File: config.mk
export PLATFORM = sky130hd
export DESIGN_NAME = stop_mode_clock_power_ctrl
export DESIGN_NICKNAME = d
export VERILOG_FILES = /design/src/stop_clk_pkg.sv /design/src/stop_mode_clock_power_ctrl.sv
export SDC_FILE = /design/constraint.sdc
export NUM_CORES = 1
export LEC_CHECK = 0
export BUFFER_PORTS_ARGS = -buffer_cell sky130_fd_sc_hd__buf_2
export CAP_MARGIN = 40
export CORE_MARGIN = 3
export CORE_UTILIZATION = 53
export CTS_BUF_LIST = sky130_fd_sc_hd__clkbuf_16
export DETAILED_ROUTE_END_ITERATION = 6
export PLACE_DENSITY = 0.83
export SYNTH_ARGS = -nofsm -noshare
export SYNTH_HDL_FRONTEND = slang
export SYNTH_SLANG_ARGS = --single-unit
export TNS_END_PERCENT = 1
File: constraint.sdc
create_clock -name aclk -period 2.9 [get_ports aclk]
set_clock_uncertainty 0.1 [all_clocks]
set_input_delay 0.435 -clock aclk [delete_from_list [all_inputs] [get_ports aclk]]
set_output_delay 0.435 -clock aclk [all_outputs]
set_load 0.01 [all_outputs]
File: src/stop_clk_pkg.sv
// constants, types and helpers shared by the stop-mode clock and power controller
`default_nettype none
package stop_clk_pkg;
	// register byte offsets on the 32-bit bus
	localparam logic [7:0] ADDR_CLK_CTRL0    = 8'h00;
	localparam logic [7:0] ADDR_CLK_CTRL1    = 8'h04;
	localparam logic [7:0] ADDR_CLK_CTRL2    = 8'h08;
	localparam logic [7:0] ADDR_PROC_MODE2   = 8'h0c;
	localparam logic [7:0] ADDR_PROTECT      = 8'h10;
	localparam logic [7:0] ADDR_WAIT_CMD     = 8'h14;
	localparam logic [7:0] ADDR_POWER_STATUS = 8'h18;
	// field positions
	localparam int BIT_PCLK_OFF_WAIT = 2;
	localparam int BIT_DIV8          = 6;
	localparam int BIT_ALL_OFF       = 0;
	localparam int BIT_CTRL_B        = 1;
	localparam int BIT_DIV_LO        = 6;
	localparam int BIT_DIV_HI        = 7;
	localparam int BIT_DET_EN        = 0;
	localparam int BIT_RING_SEL      = 1;
	localparam int BIT_ACTION        = 7;
	localparam int BIT_LOCK          = 1;
	localparam int BIT_PWR_WE        = 1;
	localparam int BIT_WAIT          = 0;
	// reset values: divide-by-8 from the main clock
	localparam logic RST_DIV8    = 1'h1;
	localparam logic RST_ZERO    = 1'h0;
	// bus responses
	localparam logic [1:0] RESP_OKAY   = 2'h0;
	localparam logic [1:0] RESP_SLVERR = 2'h2;
	// oscillator stabilisation time after a stop-mode wake
	localparam int CLK_PERIOD_NS   = 50;
	localparam int OSC_STAB_NS     = 2000;
	localparam int OSC_STAB_CYCLES = (OSC_STAB_NS + CLK_PERIOD_NS - 1) / CLK_PERIOD_NS;
	// power modes, gray along normal -> stop -> restart
	typedef enum logic [1:0] {
		MODE_NORMAL  = 2'h0,
		MODE_STOP    = 2'h1,
		MODE_RESTART = 2'h3,
		MODE_WAIT    = 2'h2
	} pmode_t;
	// wake request pins, asynchronous to aclk
	typedef struct packed {
		logic ext_pin_irq;
		logic timer_irq;
		logic serial_irq;
	} wake_in_t;
	// clock and power controls toward the clock tree
	typedef struct packed {
		logic       main_osc_en;
		logic       ring_osc_en;
		logic       cpu_clk_en;
		logic       periph_clk_en;
		logic       cpu_src_ring;
		logic [4:0] cpu_div;
		logic       port_hold;
		logic       irq_vector_go;
		logic       osc_stop_reset;
		logic       osc_stop_irq;
	} clk_out_t;
	// cpu divider ratio from the select bits
	function automatic logic [4:0] div_ratio(input logic div8, input logic [1:0] sel);
		logic [4:0] r;
		r = 5'h08;
		if (!div8) begin
			case (sel)
				2'h0:    r = 5'h01;
				2'h1:    r = 5'h02;
				2'h2:    r = 5'h04;
				default: r = 5'h10;
			endcase
		end
		return r;
	endfunction
endpackage
`default_nettype wire

File: src/stop_mode_clock_power_ctrl.sv
// stop/wait power mode and cpu clock control with an axi4-lite register port
//
// Our own choices: the placing of the registers and register access over AXI4-Lite.
`timescale 1ns/1ps
`default_nettype none
module stop_mode_clock_power_ctrl
	import stop_clk_pkg::*;
#(
	parameter int STAB_CYCLES = OSC_STAB_CYCLES
) (
	input  wire logic       aclk,
	input  wire logic       aresetn,
	input  wire logic [7:0] s_axi_awaddr,
	input  wire logic       s_axi_awvalid,
	output var  logic       s_axi_awready,
	input  wire logic [31:0] s_axi_wdata,
	input  wire logic [3:0] s_axi_wstrb,
	input  wire logic       s_axi_wvalid,
	output var  logic       s_axi_wready,
	output var  logic [1:0] s_axi_bresp,
	output var  logic       s_axi_bvalid,
	input  wire logic       s_axi_bready,
	input  wire logic [7:0] s_axi_araddr,
	input  wire logic       s_axi_arvalid,
	output var  logic       s_axi_arready,
	output var  logic [31:0] s_axi_rdata,
	output var  logic [1:0] s_axi_rresp,
	output var  logic       s_axi_rvalid,
	input  wire logic       s_axi_rready,
	input  wire wake_in_t   wake_pins,
	input  wire logic       timer_event_mode,
	input  wire logic       serial_ext_clk,
	input  wire logic       periph_irq,
	output var  clk_out_t   clk_out,
	output var  pmode_t     mode
);

	localparam logic [15:0] STAB_LAST = 16'(STAB_CYCLES - 1);

	////////////////////////////////////////////////////////////////////////////////
	// bus channel state
	logic        awready_reg;
	logic        wready_reg;
	logic        bvalid_reg;
	logic [1:0]  bresp_reg;
	logic        arready_reg;
	logic        rvalid_reg;
	logic [31:0] rdata_reg;
	logic [1:0]  rresp_reg;
	logic [7:0]  wr_addr_reg;
	logic [31:0] wdata_reg;
	logic        wstrb0_reg;

	// control bits
	logic        pclk_off_wait_reg;
	logic        div8_reg;
	logic        div8_next;
	logic        ctrl_b_reg;
	logic [1:0]  div_sel_reg;
	logic        det_en_reg;
	logic        ring_sel_reg;
	logic        action_reg;
	logic        lock_reg;
	logic        pwr_we_reg;

	// mode machine
	pmode_t      mode_reg;
	pmode_t      mode_next;
	logic [15:0] cnt_reg;
	clk_out_t    out_reg;
	clk_out_t    out_next;
	wake_in_t    wake_meta_reg;
	wake_in_t    wake_sync_reg;

	////////////////////////////////////////////////////////////////////////////////
	// write decode: both channels must have been taken before the write lands
	wire wr_fire   = !awready_reg && !wready_reg && !bvalid_reg;
	wire wr_lane   = wr_fire && wstrb0_reg;
	wire wr_ctrl0  = wr_lane && (wr_addr_reg == ADDR_CLK_CTRL0);
	wire wr_ctrl1  = wr_lane && (wr_addr_reg == ADDR_CLK_CTRL1);
	wire wr_ctrl2  = wr_lane && (wr_addr_reg == ADDR_CLK_CTRL2);
	wire wr_pm2    = wr_lane && (wr_addr_reg == ADDR_PROC_MODE2);
	wire wr_prot   = wr_lane && (wr_addr_reg == ADDR_PROTECT);
	wire wr_wait   = wr_lane && (wr_addr_reg == ADDR_WAIT_CMD);
	wire wr_mapped = (wr_addr_reg <= ADDR_POWER_STATUS) && (wr_addr_reg[1:0] == 2'h0);
	wire in_normal = (mode_reg == MODE_NORMAL);
	wire stopped   = (mode_reg == MODE_STOP) || (mode_reg == MODE_RESTART);

	// stop request: ignored under lock and outside normal mode
	wire stop_req  = wr_ctrl1 && wdata_reg[BIT_ALL_OFF] && !lock_reg && in_normal;
	wire wait_req  = wr_wait && wdata_reg[BIT_WAIT] && in_normal;

	// wake qualification: only externally clocked sources can run while stopped
	wire wake_ok   = wake_sync_reg.ext_pin_irq
		|| (wake_sync_reg.timer_irq && timer_event_mode)
		|| (wake_sync_reg.serial_irq && serial_ext_clk);
	wire wait_wake = wake_ok || (periph_irq && !pclk_off_wait_reg);

	// the detector has no main-oscillator failure to see here
	wire osc_stop_seen = 1'h0;

	////////////////////////////////////////////////////////////////////////////////
	// read decode
	wire [7:0] rd_addr = s_axi_araddr;
	wire rd_mapped = (rd_addr <= ADDR_POWER_STATUS) && (rd_addr[1:0] == 2'h0);
	wire [31:0] rd_ctrl0 = {24'h0, 1'h0, div8_reg, 3'h0, pclk_off_wait_reg, 2'h0};
	wire [31:0] rd_ctrl1 = {24'h0, div_sel_reg, 4'h0, ctrl_b_reg, stopped};
	wire [31:0] rd_ctrl2 = {24'h0, action_reg, 5'h0, ring_sel_reg, det_en_reg};
	wire [31:0] rd_pm2   = {30'h0, lock_reg, 1'h0};
	wire [31:0] rd_prot  = {30'h0, pwr_we_reg, 1'h0};
	wire [31:0] rd_stat  = {29'h0, osc_stop_seen, mode_reg};
	wire [31:0] rd_word  = (rd_addr == ADDR_CLK_CTRL0)  ? rd_ctrl0 :
		(rd_addr == ADDR_CLK_CTRL1)  ? rd_ctrl1 :
		(rd_addr == ADDR_CLK_CTRL2)  ? rd_ctrl2 :
		(rd_addr == ADDR_PROC_MODE2) ? rd_pm2 :
		(rd_addr == ADDR_PROTECT)    ? rd_prot :
		(rd_addr == ADDR_POWER_STATUS) ? rd_stat : 32'h0;

	////////////////////////////////////////////////////////////////////////////////
	// write channels: each ready drops when taken and returns after the response
	always_ff @(posedge aclk) begin
		if (!aresetn) begin
			awready_reg <= 1'h1;
			wready_reg  <= 1'h1;
			bvalid_reg  <= 1'h0;
			bresp_reg   <= RESP_OKAY;
			wr_addr_reg <= 8'h00;
			wdata_reg   <= 32'h0;
			wstrb0_reg  <= 1'h0;
		end else begin
			if (awready_reg && s_axi_awvalid) begin
				awready_reg <= 1'h0;
				wr_addr_reg <= s_axi_awaddr;
			end
			if (wready_reg && s_axi_wvalid) begin
				wready_reg <= 1'h0;
				wdata_reg  <= s_axi_wdata;
				wstrb0_reg <= s_axi_wstrb[0];
			end
			if (wr_fire) begin
				bvalid_reg <= 1'h1;
				bresp_reg  <= wr_mapped ? RESP_OKAY : RESP_SLVERR;
			end
			if (bvalid_reg && s_axi_bready) begin
				bvalid_reg  <= 1'h0;
				awready_reg <= 1'h1;
				wready_reg  <= 1'h1;
			end
		end
	end

	// read channel: one outstanding read, data registered at the address handshake
	always_ff @(posedge aclk) begin
		if (!aresetn) begin
			arready_reg <= 1'h1;
			rvalid_reg  <= 1'h0;
			rdata_reg   <= 32'h0;
			rresp_reg   <= RESP_OKAY;
		end else if (arready_reg && s_axi_arvalid) begin
			arready_reg <= 1'h0;
			rvalid_reg  <= 1'h1;
			rdata_reg   <= rd_word;
			rresp_reg   <= rd_mapped ? RESP_OKAY : RESP_SLVERR;
		end else if (rvalid_reg && s_axi_rready) begin
			rvalid_reg  <= 1'h0;
			arready_reg <= 1'h1;
		end
	end

	////////////////////////////////////////////////////////////////////////////////
	// next values of the select bits, so clk_out moves at the same edge as the register
	wire [1:0] div_sel_next  = wr_ctrl1 ?
		{wdata_reg[BIT_DIV_HI], wdata_reg[BIT_DIV_LO]} : div_sel_reg;
	wire       ring_sel_next = wr_ctrl2 ? wdata_reg[BIT_RING_SEL] : ring_sel_reg;
	wire       pclk_off_next = (wr_ctrl0 && !lock_reg) ?
		wdata_reg[BIT_PCLK_OFF_WAIT] : pclk_off_wait_reg;

	// divide-by-8 is forced on stop entry, so the wake clock is always slow and safe
	assign div8_next = (stop_req || stopped) ? 1'h1 :
		wr_ctrl0 ? wdata_reg[BIT_DIV8] : div8_reg;

	// clock control bits; locked bits keep their value and the write still answers okay
	always_ff @(posedge aclk) begin
		if (!aresetn) begin
			pclk_off_wait_reg <= RST_ZERO;
			div8_reg          <= RST_DIV8;
			ctrl_b_reg        <= RST_ZERO;
			div_sel_reg       <= 2'h0;
			det_en_reg        <= RST_ZERO;
			ring_sel_reg      <= RST_ZERO;
			action_reg        <= RST_ZERO;
		end else begin
			div8_reg <= div8_next;
			if (wr_ctrl0 && !lock_reg) begin
				pclk_off_wait_reg <= pclk_off_next;
			end
			if (wr_ctrl1) begin
				div_sel_reg <= div_sel_next;
				if (!lock_reg) begin
					ctrl_b_reg <= wdata_reg[BIT_CTRL_B];
				end
			end
			if (wr_ctrl2) begin
				ring_sel_reg <= ring_sel_next;
				action_reg   <= wdata_reg[BIT_ACTION];
				if (!lock_reg) begin
					det_en_reg <= wdata_reg[BIT_DET_EN];
				end
			end
		end
	end

	// protection: the lock register only takes writes while write enable is set
	always_ff @(posedge aclk) begin
		if (!aresetn) begin
			lock_reg   <= RST_ZERO;
			pwr_we_reg <= RST_ZERO;
		end else begin
			if (wr_prot) begin
				pwr_we_reg <= wdata_reg[BIT_PWR_WE];
			end
			if (wr_pm2 && pwr_we_reg) begin
				lock_reg <= wdata_reg[BIT_LOCK];
			end
		end
	end

	////////////////////////////////////////////////////////////////////////////////
	// wake pins come from clock-stopped peripherals, so they are synchronised first;
	// the bus clock keeps running here, which stands in for the clockless edge catcher
	always_ff @(posedge aclk) begin
		if (!aresetn) begin
			wake_meta_reg <= '0;
			wake_sync_reg <= '0;
		end else begin
			wake_meta_reg <= wake_pins;
			wake_sync_reg <= wake_meta_reg;
		end
	end

	// mode machine: stop and wait only from normal, and back only to normal
	always_comb begin
		mode_next = mode_reg;
		case (mode_reg)
			MODE_NORMAL: begin
				if (stop_req) begin
					mode_next = MODE_STOP;
				end else if (wait_req) begin
					mode_next = MODE_WAIT;
				end
			end
			MODE_STOP: begin
				if (wake_ok) begin
					mode_next = MODE_RESTART;
				end
			end
			MODE_RESTART: begin
				if (cnt_reg == STAB_LAST) begin
					mode_next = MODE_NORMAL;
				end
			end
			MODE_WAIT: begin
				if (wait_wake) begin
					mode_next = MODE_NORMAL;
				end
			end
			default: mode_next = MODE_NORMAL;
		endcase
	end

	// stabilisation counter runs only while the oscillator restarts
	always_ff @(posedge aclk) begin
		if (!aresetn) begin
			mode_reg <= MODE_NORMAL;
			cnt_reg  <= 16'h0;
		end else begin
			mode_reg <= mode_next;
			cnt_reg  <= (mode_reg == MODE_RESTART) ? cnt_reg + 16'h1 : 16'h0;
		end
	end

	// clock tree controls follow the next mode so they line up with mode_reg
	always_comb begin
		out_next = '0;
		out_next.main_osc_en    = (mode_next != MODE_STOP) &&
			!((mode_next == MODE_RESTART) && ring_sel_next);
		out_next.ring_osc_en    = (mode_next != MODE_STOP) && ring_sel_next;
		out_next.cpu_clk_en     = (mode_next == MODE_NORMAL);
		out_next.periph_clk_en  = (mode_next == MODE_NORMAL) ||
			((mode_next == MODE_WAIT) && !pclk_off_next);
		out_next.cpu_src_ring   = ring_sel_next;
		out_next.cpu_div        = div_ratio(div8_next, div_sel_next);
		out_next.port_hold      = (mode_next == MODE_STOP) || (mode_next == MODE_RESTART);
		out_next.irq_vector_go  = !in_normal && (mode_reg != MODE_STOP) &&
			(mode_next == MODE_NORMAL);
		out_next.osc_stop_reset = osc_stop_seen && det_en_reg && !action_reg;
		out_next.osc_stop_irq   = osc_stop_seen && det_en_reg && action_reg;
	end

	always_ff @(posedge aclk) begin
		if (!aresetn) begin
			out_reg <= '0;
			out_reg.main_osc_en   <= 1'h1;
			out_reg.cpu_clk_en    <= 1'h1;
			out_reg.periph_clk_en <= 1'h1;
			out_reg.cpu_div       <= 5'h08;
		end else begin
			out_reg <= out_next;
		end
	end

	// outputs straight from flip-flops
	assign s_axi_awready = awready_reg;
	assign s_axi_wready  = wready_reg;
	assign s_axi_bvalid  = bvalid_reg;
	assign s_axi_bresp   = bresp_reg;
	assign s_axi_arready = arready_reg;
	assign s_axi_rvalid  = rvalid_reg;
	assign s_axi_rdata   = rdata_reg;
	assign s_axi_rresp   = rresp_reg;
	assign clk_out       = out_reg;
	assign mode          = mode_reg;
endmodule
`default_nettype wire

Word level (Yosys, flattened, before mapping)
Index checks and enable logic that the tools add are counted.

Add/sub/neg operators: 1. Order comparisons: 2. Equality and inequality tests: 21. Mux-type cells: 24. Bitwise operators: 2. Reductions and logical operators: 60.

Operator list (number): $eq 8x4->1 const B (4); $eq 8x5->1 const B (4); $logic_and 1x1->1 (32); $mux 8 (3); $mux 2 (11); $add 16x1->16 const B (1); $eq 16x6->1 const B (1); $eq 8x3->1 const B (2); $le 8x5->1 const B (2); $logic_not 8->1 (2); $pmux 5 s3 (1); $eq 2x2->1 const B (5); $logic_not 2->1 (5); $logic_not 1->1 (8); $mux 1 (8); $pmux 2 s4 (1); $logic_or 1x1->1 (7); $eq 2x1->1 const B (3); $reduce_and 2->1 (3); $ne 2x1->1 const B (2); $reduce_or 2->1 (2); $not 1->1 (2); $reduce_bool 2->1 (1).

Register bits: 106. Input bits: 65. Output and inout bits: 57. Word-level logic and storage cells: 148.

Depth between registers and ports, before layout
Gate-level depths: netlist of the first run.

Word-level depth: 14. Gate-level depth with buffers: 7. Mapped depth without buffers: 6.

Worst setup path after synthesis of the first run
Ideal clock, no wire load.

Kind: input to register. Start: input port s_axi_araddr[5]. End: register rdata_reg[1] (netlist: s_axi_rdata[1]). Library setup time: 91 ps. Data arrival time: 1521 ps. Setup slack: 1188 ps. Stages on the path: 5. Path through: or3_4 nor3_4 and2_1 a32oi_1 a311oi_1.

Cells in the longest elaborated chain, start to end: 7.

Ends and longest elaborated chain: start, declared (line stop_mode_clock_power_ctrl.sv:23) `input wire logic [7:0] s_axi_araddr,`; $eq 8x5->1 (line stop_mode_clock_power_ctrl.sv:117) `(rd_addr == ADDR_POWER_STATUS) ? rd_stat : 32'h0;`; $mux 2 (line stop_mode_clock_power_ctrl.sv:117); $mux 2 (line stop_mode_clock_power_ctrl.sv:116) `(rd_addr == ADDR_PROTECT) ? rd_prot :`; $mux 2 (line stop_mode_clock_power_ctrl.sv:115) `(rd_addr == ADDR_PROC_MODE2) ? rd_pm2 :`; $mux 8 (line stop_mode_clock_power_ctrl.sv:114) `(rd_addr == ADDR_CLK_CTRL2) ? rd_ctrl2 :`; $mux 8 (line stop_mode_clock_power_ctrl.sv:113) `(rd_addr == ADDR_CLK_CTRL1) ? rd_ctrl1 :`; $mux 8 * (line stop_mode_clock_power_ctrl.sv:112) `wire [31:0] rd_word = (rd_addr == ADDR_CLK_CTRL0) ? rd_ctrl0 :`; end signal, assigned (line stop_mode_clock_power_ctrl.sv:162) `rdata_reg <= rd_word;`; end, declared (line stop_mode_clock_power_ctrl.sv:48) `logic [31:0] rdata_reg;`.

Every way passes the cells marked *; elsewhere a longest branch is shown, timed or not. A chain may end at the register's enable or synchronous reset.

Worst setup path in the final report of the first run
Start: register wr_addr_reg[2]. End: register out_reg (netlist bit clk_out[13]).

Cells in the longest elaborated chain, start to end: 11.

Ends and longest elaborated chain: start, declared (line stop_mode_clock_power_ctrl.sv:50) `logic [7:0] wr_addr_reg;`; start signal, assigned (line stop_mode_clock_power_ctrl.sv:133) `wr_addr_reg <= s_axi_awaddr;`; $eq 8x5->1 / $eq 8x3->1 (equally long branches) (line stop_mode_clock_power_ctrl.sv:84, stop_mode_clock_power_ctrl.sv:80); $logic_and 1x1->1 (on tied branches) (line stop_mode_clock_power_ctrl.sv:84, stop_mode_clock_power_ctrl.sv:80); $logic_and 1x1->1 (on tied branches) (2 in series) (line stop_mode_clock_power_ctrl.sv:91, stop_mode_clock_power_ctrl.sv:90); $mux 2 / $logic_and 1x1->1 (equally long branches) (line stop_mode_clock_power_ctrl.sv:248, stop_mode_clock_power_ctrl.sv:90); $mux 2 (line stop_mode_clock_power_ctrl.sv:246) `if (stop_req) begin`; $pmux 2 s4 (line stop_mode_clock_power_ctrl.sv:244) `case (mode_reg)`; $eq 2x2->1 (line stop_mode_clock_power_ctrl.sv:286) `!((mode_next == MODE_RESTART) && ring_sel_next);`; $logic_and 1x1->1 (line stop_mode_clock_power_ctrl.sv:286); $logic_not 1->1 (line stop_mode_clock_power_ctrl.sv:286); $logic_and 1x1->1 * (line stop_mode_clock_power_ctrl.sv:285) `out_next.main_osc_en = (mode_next != MODE_STOP) &&`; end signal, assigned (line stop_mode_clock_power_ctrl.sv:308) `out_reg <= out_next;`; end, declared (line stop_mode_clock_power_ctrl.sv:70) `clk_out_t out_reg;`.

Marks and branches as above.

==> impl_metrics.json, run 1 <==
{
  "coreArea_mm2": 0.00574,
  "fp.dieH_um": 84.4,
  "worst_pin_slew_ps": 609,
  "p_per_area_mw_per_mm2": 642,
  "fillers": 456,
  "grt_antenna_before_repair": 0,
  "design_area_mm2": 0.00378,
  "worstRegToRegCells": 5,
  "synth_top_area_frac": 0.442,
  "synth.most_common_cell": "dfxtp_1",
  "grt_pass1_wl_mm": 11.8,
  "crit_path_end": "clk_out[13]",
  "port_buffers": 60,
  "vias_per_cell": 5.38,
  "initial_core_util": 0.568,
  "cp_max_fo": 10,
  "ys_types": 58,
  "grt_overflow": 0,
  "rr_endpoint": "clk_out[13]",
  "postRouteWirelength_mm": 7.11,
  "rsz0062_at_grt": "no",
  "ctsHoldBuffers": 0,
  "crit_path_top_delay_cell": "dfxtp_1",
  "yosysWarnings": 0,
  "clkSinkCount": 72,
  "numCtsBuffers": 9,
  "crit_chain": "nand2_1 -> nor4b_2 -> a21oi_2 -> o31ai_4 -> o21ai_1",
  "drt_iter0_markers": 195,
  "clockBufferDepth": 2,
  "syn_to_final_growth_pct": 16.1,
  "cp_data_required_time_ps": 3010,
  "ios": 122,
  "hold_class": "primary input to flip-flop",
  "post_cts_buffers": 0,
  "wl_per_cell_um": 14.2,
  "synthFlopType": "dfxtp_1",
  "startpoint": "wr_addr_reg[2]",
  "setup_slack_ps": 983,
  "power_mw": 2.43,
  "ctsResizeCount": 0,
  "cts_tree": "yes",
  "synthesis.area_mm2": 0.00326,
  "critPathBufInv": 0,
  "crit_arrival_ps": 2030,
  "timing.fmax_mhz": 522,
  "holdWs_ps": 208,
  "drv_slew": 0,
  "cp.depth": 5,
  "gr-usage-all-layers": 0.206,
  "cts_max_level": 3,
  "gp_congestion": 0.849,
  "dr_total_vias": 2687,
  "place_hpwl_mm": 4.91,
  "yosys-top-cells-area": "dfxtp_1 44%, buf_4 7.1%, nand3_1 4.5%",
  "period_share": 0.661,
  "dp_slack_ps": 871,
  "netlist_instances": 365,
  "maxCapViolCount": 0,
  "placed_cell_area_mm2": 0.00346,
  "start_kind": "flip-flop",
  "netlist_top_cells_count": "72 x dfxtp_1, 38 x nand2_1, 31 x buf_4",
  "first_pass_iters": 4,
  "worst_path_dominant_cell_family": "simple AND/OR/NAND/NOR gates",
  "drc": 0,
  "grt_max_degree": 27,
  "max_slew_margin": 0.593,
  "die_w_um": 84.4,
  "syn_avg_cell_area_um2": 8.93,
  "drive_above_1_share": 0.213,
  "die_area_mm2": 0.00713,
  "r2r_slack_ps": 980,
  "antenna_cells": 0,
  "synth_top_area_cell": "dfxtp_1",
  "num_rows": 27,
  "crit_type": "flip-flop to flip-flop",
  "largest_reg_flops": 16,
  "finalHoldViolCount": 0,
  "irDropWorstVdd_uv": 372,
  "end_kind": "flip-flop",
  "setup_violations": 0,
  "slowest_delay_ps": 530,
  "ys_ff_latch": 72,
  "fin_nets": 488,
  "ys_seq_area_frac": 0.442,
  "r2r-start": "wr_addr_reg[2]",
  "clock_latency_ps": 330,
  "drtAntennaViolNets": 0,
  "min_period_ps": 1920,
  "leakagePower_nw": 1.52,
  "status": "finished clean",
  "async_flop_share": 0,
  "tns_ps": 0,
  "synth_edf_count": 0,
  "first_global_vias": 2550,
  "clkTransAtPathRegs_ps": 60,
  "cts-root-buf": "clkbuf_16"
}
[cells by family (layout without fill, tap and decap cells)]
family	Yosys count	in the layout	share of synthesized area
fa+ha+maj	1	1	0.00384
simple gates	156	156	0.269
compound gates	64	64	0.126
buf+inv	51	83	0.101
flops	72	72	0.442
other cells	1	31	0.00115
xor+xnor	13	13	0.0349
mux	7	7	0.0223
[where the power goes]
group	internal (mW)	leakage, nW	switching, mW
clock network	0.754	0.157	0.422
logic	0.0726	0.773	0.116
registers	1.03	0.586	0.0392
total	1.85	1.52	0.577
[metal layers]
metal | vias up | part of all wire | global-route usage
li1 | 1330 | - | -
met1 | 1242 | 0.43 | 0.252
met2 | 94 | 0.47 | 0.334
met3 | 21 | 0.068 | 0.0638
met4 | 0 | 0.026 | 0.0892
met5 | - | 0 | 0
[worst reg2reg max path, stage by stage, from the launching register on]
cell and delay [ps]:
dfxtp_1 530, nand2_1 210, nor4b_2 460, a21oi_2 170, o31ai_4 230, o21ai_1 100
[worst min-delay path by stage]
| stage | slack (ps) | end | cells past startpoint | startpoint |
|---|---|---|---|---|
| global placement | 320 | wake_sync_reg[2] | 1 | wake_meta_reg[2] |
| global route | 220 | wake_meta_reg[1] | 2 | wake_pins[1] |
| detailed placement | 320 | wake_sync_reg[1] | 1 | wake_meta_reg[1] |
| floorplan | 310 | wake_sync_reg[0] | 1 | wake_meta_reg[0] |
| finish | 210 | wake_meta_reg[0] | 2 | wake_pins[0] |
| CTS | 210 | wake_meta_reg[0] | 2 | wake_pins[0] |
[placed cells by master, fill, tap and decap left out, types with 4 or more instances in the layout]
master     instances
or3_1              4
buf_2             60
xnor2_1            5
nor4_1             5
o21ai_0            8
and2_1            12
a21oi_1           28
inv_1              5
dfxtp_1           72
nand2_1           38
nor2_1            25
a21boi_0           5
and3_1             5
conb_1            31
mux2i_1            5
xor2_1             8
nor3_1             5
clkbuf_16          9
nand4_1            6
nand3_1           29
nand3b_1           6
a31oi_1            4
[final cells by class]
| class | count | area [um^2] | share of cell area |
|---|---|---|---|
| multi-input cells | 272 | 1600 | 0.423 |
| flip-flops and latches | 72 | 1440 | 0.381 |
| repair buffers | 61 | 308 | 0.0813 |
| clock buffers | 9 | 225 | 0.0595 |
| clock inverters | 7 | 95.1 | 0.0251 |
| well taps | 72 | 90.1 | 0.0238 |
| inverters | 6 | 22.5 | 0.00595 |
[stage by stage]
step | utilization | std cells
after floorplan | - | 395
after global placement | 0.603 | 483
after detailed placement | 0.603 | 483
after CTS | 0.659 | 499
after global routing | 0.659 | 499
final | 0.659 | 499
Power figures use the tool's default switching activity.
==> run 2, diff against run 1 <==
Settings changed: ABC_AREA set to 1, CORE_UTILIZATION 53 to 49, PLACE_DENSITY 0.83 to 0.77.
Clock period 2.9 ns to 1.95 ns, I/O delays scaled along.
==> run 2 against run 1 <==
Net effect: total power grew 39%; final area rose by 2.3%; first-iteration DRC count shrank 40%; largest cell class unchanged; synthesized cell count is 26% higher; flip-flop and latch count is the same; sequential power increased by 45%; register-to-register slack worse by 640 ps; worst hold slack got worse by 170 ps; via count increased by 11%; critical path depth rose by 3; sequential share of layout area shrank 0.85 points; non-clock buffer count increased by 3.
==> impl_metrics.json, run 2 <==
{
  "drv_slew": 0,
  "wl_per_cell_um": 11.1,
  "coreArea_mm2": 0.00646,
  "clkSinkCount": 72,
  "hold_class": "primary input to flip-flop",
  "numCtsBuffers": 9,
  "vias_per_cell": 4.89,
  "crit_arrival_ps": 1720,
  "final_cell_mix": "86 x nand2_1, 72 x dfxtp_1, 64 x inv_1",
  "num_rows": 29,
  "synthesis.area_mm2": 0.00331,
  "grt_overflow": 0,
  "setup_slack_ps": 342,
  "grt_pass1_wl_mm": 10.8,
  "ios": 122,
  "grt_antenna_before_repair": 0,
  "r2r_slack_ps": 340,
  "area.sequential_mm2": 0.00144,
  "ctsResizeCount": 0,
  "fin_nets": 593,
  "timing.fmax_mhz": 622,
  "drive_above_1_share": 0.179,
  "post_cts_buffers": 0,
  "port_buffers": 60,
  "finalHoldViolCount": 0,
  "clkTransAtPathRegs_ps": 60,
  "syn_to_final_growth_pct": 17.1,
  "first_global_vias": 2515,
  "status": "finished clean",
  "crit_type": "flip-flop to flip-flop",
  "cts_tree": "yes",
  "drtAntennaViolNets": 0,
  "cts-root-buf": "clkbuf_16",
  "clock_latency_ps": 330,
  "synth_top_area_cell": "dfxtp_1",
  "dr_total_vias": 2972,
  "synth_edf_count": 0,
  "drt_iter0_markers": 117,
  "period_share": 0.825,
  "min_period_ps": 1610,
  "rsz0062_at_grt": "no",
  "largest_reg_flops": 16,
  "grt_max_degree": 22,
  "fillers": 596,
  "fp.dieH_um": 88.1,
  "antenna_cells": 0,
  "ys_ff_latch": 72,
  "cts_max_level": 3,
  "ctsHoldBuffers": 0,
  "gp_congestion": 0.958,
  "dp_slack_ps": 351,
  "irDropWorstVdd_uv": 445,
  "netlist_top_cells_count": "86 x nand2_1, 72 x dfxtp_1, 64 x inv_1",
  "final_common_cell": "nand2_1",
  "first_pass_iters": 4,
  "gr-usage-all-layers": 0.178,
  "postRouteWirelength_mm": 6.76,
  "die_area_mm2": 0.00777,
  "p_per_area_mw_per_mm2": 870,
  "end_kind": "flip-flop",
  "tns_ps": 0,
  "clockBufferDepth": 2,
  "async_flop_share": 0,
  "start_kind": "flip-flop",
  "maxCapViolCount": 0,
  "rr_endpoint": "clk_out[13]",
  "cp_max_fo": 5,
  "synth_top_area_frac": 0.436,
  "die_w_um": 88.1,
  "yosysWarnings": 0,
  "cp_data_required_time_ps": 2060,
  "drc": 0,
  "crit_path_end": "clk_out[13]",
  "netlist_instances": 460,
  "yosys-top-cells-area": "dfxtp_1 44%, nand2_1 9.8%, inv_1 7.3%",
  "initial_core_util": 0.512,
  "r2r-start": "wr_addr_reg[7]",
  "leakagePower_nw": 1.86,
  "synthFlopType": "dfxtp_1",
  "setup_violations": 0,
  "synth.most_common_cell": "nand2_1",
  "place_hpwl_mm": 5.05,
  "worstRegToRegCells": 8,
  "ys_seq_area_frac": 0.436,
  "multi_input_area_mm2": 0.00148,
  "syn_avg_cell_area_um2": 7.19,
  "ys_types": 31,
  "startpoint": "wr_addr_reg[7]"
}
[run 2: critical path, cell delays in order (launching register included)]
cell	delay, ps
dfxtp_1	310
nor2_1	210
nand2_2	150
nor2_8	180
nand4_1	90
nand2_1	150
nand2_2	100
nor2_4	100
nand2_1	80
[run 2: per-layer routing]
layer,track usage,vias up,routed length (um)
li1,-,1535,-
met1,0.225,1319,3130
met2,0.279,102,3000
met3,0.0452,16,459
met4,0.0934,0,173
met5,0,-,0
[run 2: kinds of logic (layout without fill, tap and decap cells)]
| logic type | after synthesis | after routing | synth area share |
|---|---|---|---|
| compound gates | 75 | 75 | 0.124 |
| xor+xnor | 1 | 1 | 0.00265 |
| fa+ha+maj | 1 | 1 | 0.00378 |
| buf+inv | 102 | 143 | 0.151 |
| flops | 72 | 72 | 0.436 |
| other cells | 1 | 31 | 0.00113 |
| simple gates | 208 | 208 | 0.281 |
[run 2: layout make-up]
cell class	instances	share of cell area
timing repair buffer	64	0.0853
clock buffer	9	0.0582
sequential	72	0.372
multi-input combinational	316	0.381
tap	77	0.0249
clock inverter	6	0.0158
inverter	64	0.0621
[run 2: worst min path at each step]
| stage | start | to | depth (start not counted) |
|---|---|---|---|
| after CTS | wake_pins[1] | wake_meta_reg[1] | 3 |
| final | wake_pins[1] | wake_meta_reg[1] | 3 |
| after detailed placement | wake_meta_reg[0] | wake_sync_reg[0] | 2 |
| after global routing | wake_pins[1] | wake_meta_reg[1] | 3 |
| after global placement | wake_meta_reg[0] | wake_sync_reg[0] | 2 |
| after floorplan | wake_pins[0] | wake_meta_reg[0] | 2 |
[run 2: metrics by stage]
stage | total power [mW] | hold WS [ps] | std cells | instance area (um^2) | util
floorplan | 1.79 | 290 | 490 | 3420 | -
CTS | 3.40 | 37.5 | 608 | 3870 | 0.599
finish | 3.37 | 40.9 | 608 | 3870 | 0.599
global placement | 1.83 | 301 | 593 | 3580 | 0.555
global route | 3.50 | 59.5 | 608 | 3870 | 0.599
detailed placement | 1.83 | 302 | 593 | 3580 | 0.555
[run 2: power by group]
part	switching, mW	internal [mW]
Clock	0.591	0.974
Combinational	0.169	0.0837
Sequential	0.0334	1.52
==> run 3, diff against run 2 <==
Settings changed: ABC_AREA 1 to 0, CORE_UTILIZATION 49 to 44, PLACE_DENSITY 0.77 to 0.74.
Clock period 1.95 ns to 1.4 ns, I/O delays scaled along.
==> run 3 against run 2 <==
Net effect: the flow now finishes with violations (negative setup slack); fmax fell by 11%; clock power rose by 46%; cell count fell by 5.1%; flip-flop and latch count did not move; die area rose by 9.2%; combinational power rose by 110%; final area rose by 13%; setup slack got worse by 740 ps; via count fell by 2.6%; global-route usage rose by 2.1 points; core utilization rose by 2.9 points; critical path type unchanged; critical endpoint is now clk_out[4]; largest power group unchanged.
==> impl_metrics.json, run 3 (synthesized netlist as in run 1, its figures left out) <==
{
  "leakagePower_nw": 1.84,
  "rsz0062_at_grt": "yes",
  "gp_congestion": 0.907,
  "clockBufferDepth": 2,
  "grt_max_degree": 24,
  "p_int_mw": 3.75,
  "clkSinkCount": 72,
  "numCtsBuffers": 9,
  "syn_to_final_growth_pct": 34.5,
  "fp.dieH_um": 92.1,
  "fillers": 607,
  "clkTransAtPathRegs_ps": 60,
  "irDropWorstVdd_uv": 576,
  "placed_cell_area_mm2": 0.00388,
  "cp_data_required_time_ps": 1570,
  "port_buffers": 60,
  "cp_max_fo": 5,
  "clock_latency_ps": 330,
  "drc": 0,
  "timing.fmax_mhz": 556,
  "violations": "negative setup slack",
  "setup_violations": 28,
  "drive_above_1_share": 0.378,
  "utilization": 0.628,
  "first_pass_iters": 4,
  "grt_overflow": 0,
  "min_period_ps": 1800,
  "multi_input_area_mm2": 0.00175,
  "design_area_mm2": 0.00439,
  "gr-usage-all-layers": 0.199,
  "fin_nets": 542,
  "start_kind": "flip-flop",
  "ios": 122,
  "antenna_cells": 0,
  "finalHoldViolCount": 0,
  "crit_arrival_ps": 1970,
  "status": "complete, but fails checks",
  "hold_class": "primary input to flip-flop",
  "drtAntennaViolNets": 0,
  "place_hpwl_mm": 5.78,
  "drv_slew": 0,
  "seqPwrFrac": 0.437,
  "die_w_um": 92.1,
  "p_sw_frac": 0.252,
  "end_kind": "flip-flop",
  "grt_antenna_before_repair": 0,
  "initial_core_util": 0.467,
  "p_sw_mw": 1.27,
  "setup_slack_ps": -399,
  "crit_type": "flip-flop to flip-flop",
  "first_global_vias": 2864,
  "drt_iter0_markers": 163,
  "period_share": 1.28,
  "postRouteWirelength_mm": 8.09,
  "largest_reg_flops": 16,
  "vias_per_cell": 5.02,
  "area.sequential_mm2": 0.00146,
  "wl_per_cell_um": 14.0,
  "cts-root-buf": "clkbuf_16",
  "die_area_mm2": 0.00848,
  "combPwrFrac": 0.107,
  "cts_tree": "yes",
  "grt_pass1_wl_mm": 13.4,
  "final_cell_mix": "59 x dfxtp_1, 59 x buf_2, 51 x buf_4",
  "dr_total_vias": 2894,
  "pwr-share-clk": 0.455,
  "cts_max_level": 3,
  "coreArea_mm2": 0.00698,
  "maxCapViolCount": 0,
  "p_per_area_mw_per_mm2": 1140,
  "num_rows": 30
}
-- run 3: worst max-delay path, cell delays in order, from the launching register on --
cell     delay, ps
dfxtp_2        330
nor4b_4        250
buf_4          170
nand4_1        210
mux2i_2        280
nand4_2        220
a21oi_2        160
-- run 3: layout make-up --
cell class / count / area share
Tap cell: 96 / 0.0274
Sequential cell: 72 / 0.332
Clock inverter: 7 / 0.0168
Inverter: 6 / 0.00513
Clock buffer: 9 / 0.0513
Multi-Input combinational cell: 272 / 0.398
Timing Repair Buffer: 115 / 0.169
-- run 3: repair_timing --
item | in CTS | in global routing
gates resized for setup | 22 | 24
cloned | 0 | 0
pin swaps | 15 | 6
hold endpoints to repair | 3 | 0
hold buffers | 3 | 0
setup buffers | 1 | 2
endpoints found under the setup margin | 34 | 42
-- run 3: power groups by stage --
stage	sequential, mW	combinational [mW]	clock (mW)
floorplan	2.24	0.317	0
global placement	2.23	0.491	0
detailed placement	2.23	0.504	0
CTS	2.19	0.524	2.32
global route	2.20	0.599	2.40
finish	2.19	0.539	2.28
-- run 3: per-stage QoR --
stage / TNS, ps / hold slack [ps] / std cells / setup slack (ps) / total power, mW
floorplan: -2770 / 237 / 395 / -214 / 2.56
global placement: -6240 / 316 / 555 / -307 / 2.72
detailed placement: -8120 / 320 / 555 / -366 / 2.74
CTS: -6080 / 17.3 / 575 / -341 / 5.03
global route: -9260 / 27.0 / 577 / -500 / 5.20
finish: -6030 / 22.0 / 577 / -399 / 5.01
-- run 3: worst paths after layout --
kind / startpoint / endpoint / slack (ps) / depth (start not counted)
worst max-delay path: wr_addr_reg[7] / clk_out[4] / -400 / 6
worst min-delay path: s_axi_awaddr[7] / wr_addr_reg[7] / 20 / 3
worst max register to register: wr_addr_reg[7] / clk_out[4] / -400 / 6
worst min register to register: wake_meta_reg[2] / wake_sync_reg[2] / 330 / 1
-- run 3: routing by layer --
layer / track usage / vias to the layer above / part of all wire
met2: 0.355 / 74 / 0.53
li1: - / 1441 / -
met5: 0 / - / 0
met1: 0.221 / 1362 / 0.40
met3: 0.0500 / 17 / 0.044
met4: 0.0891 / 0 / 0.023
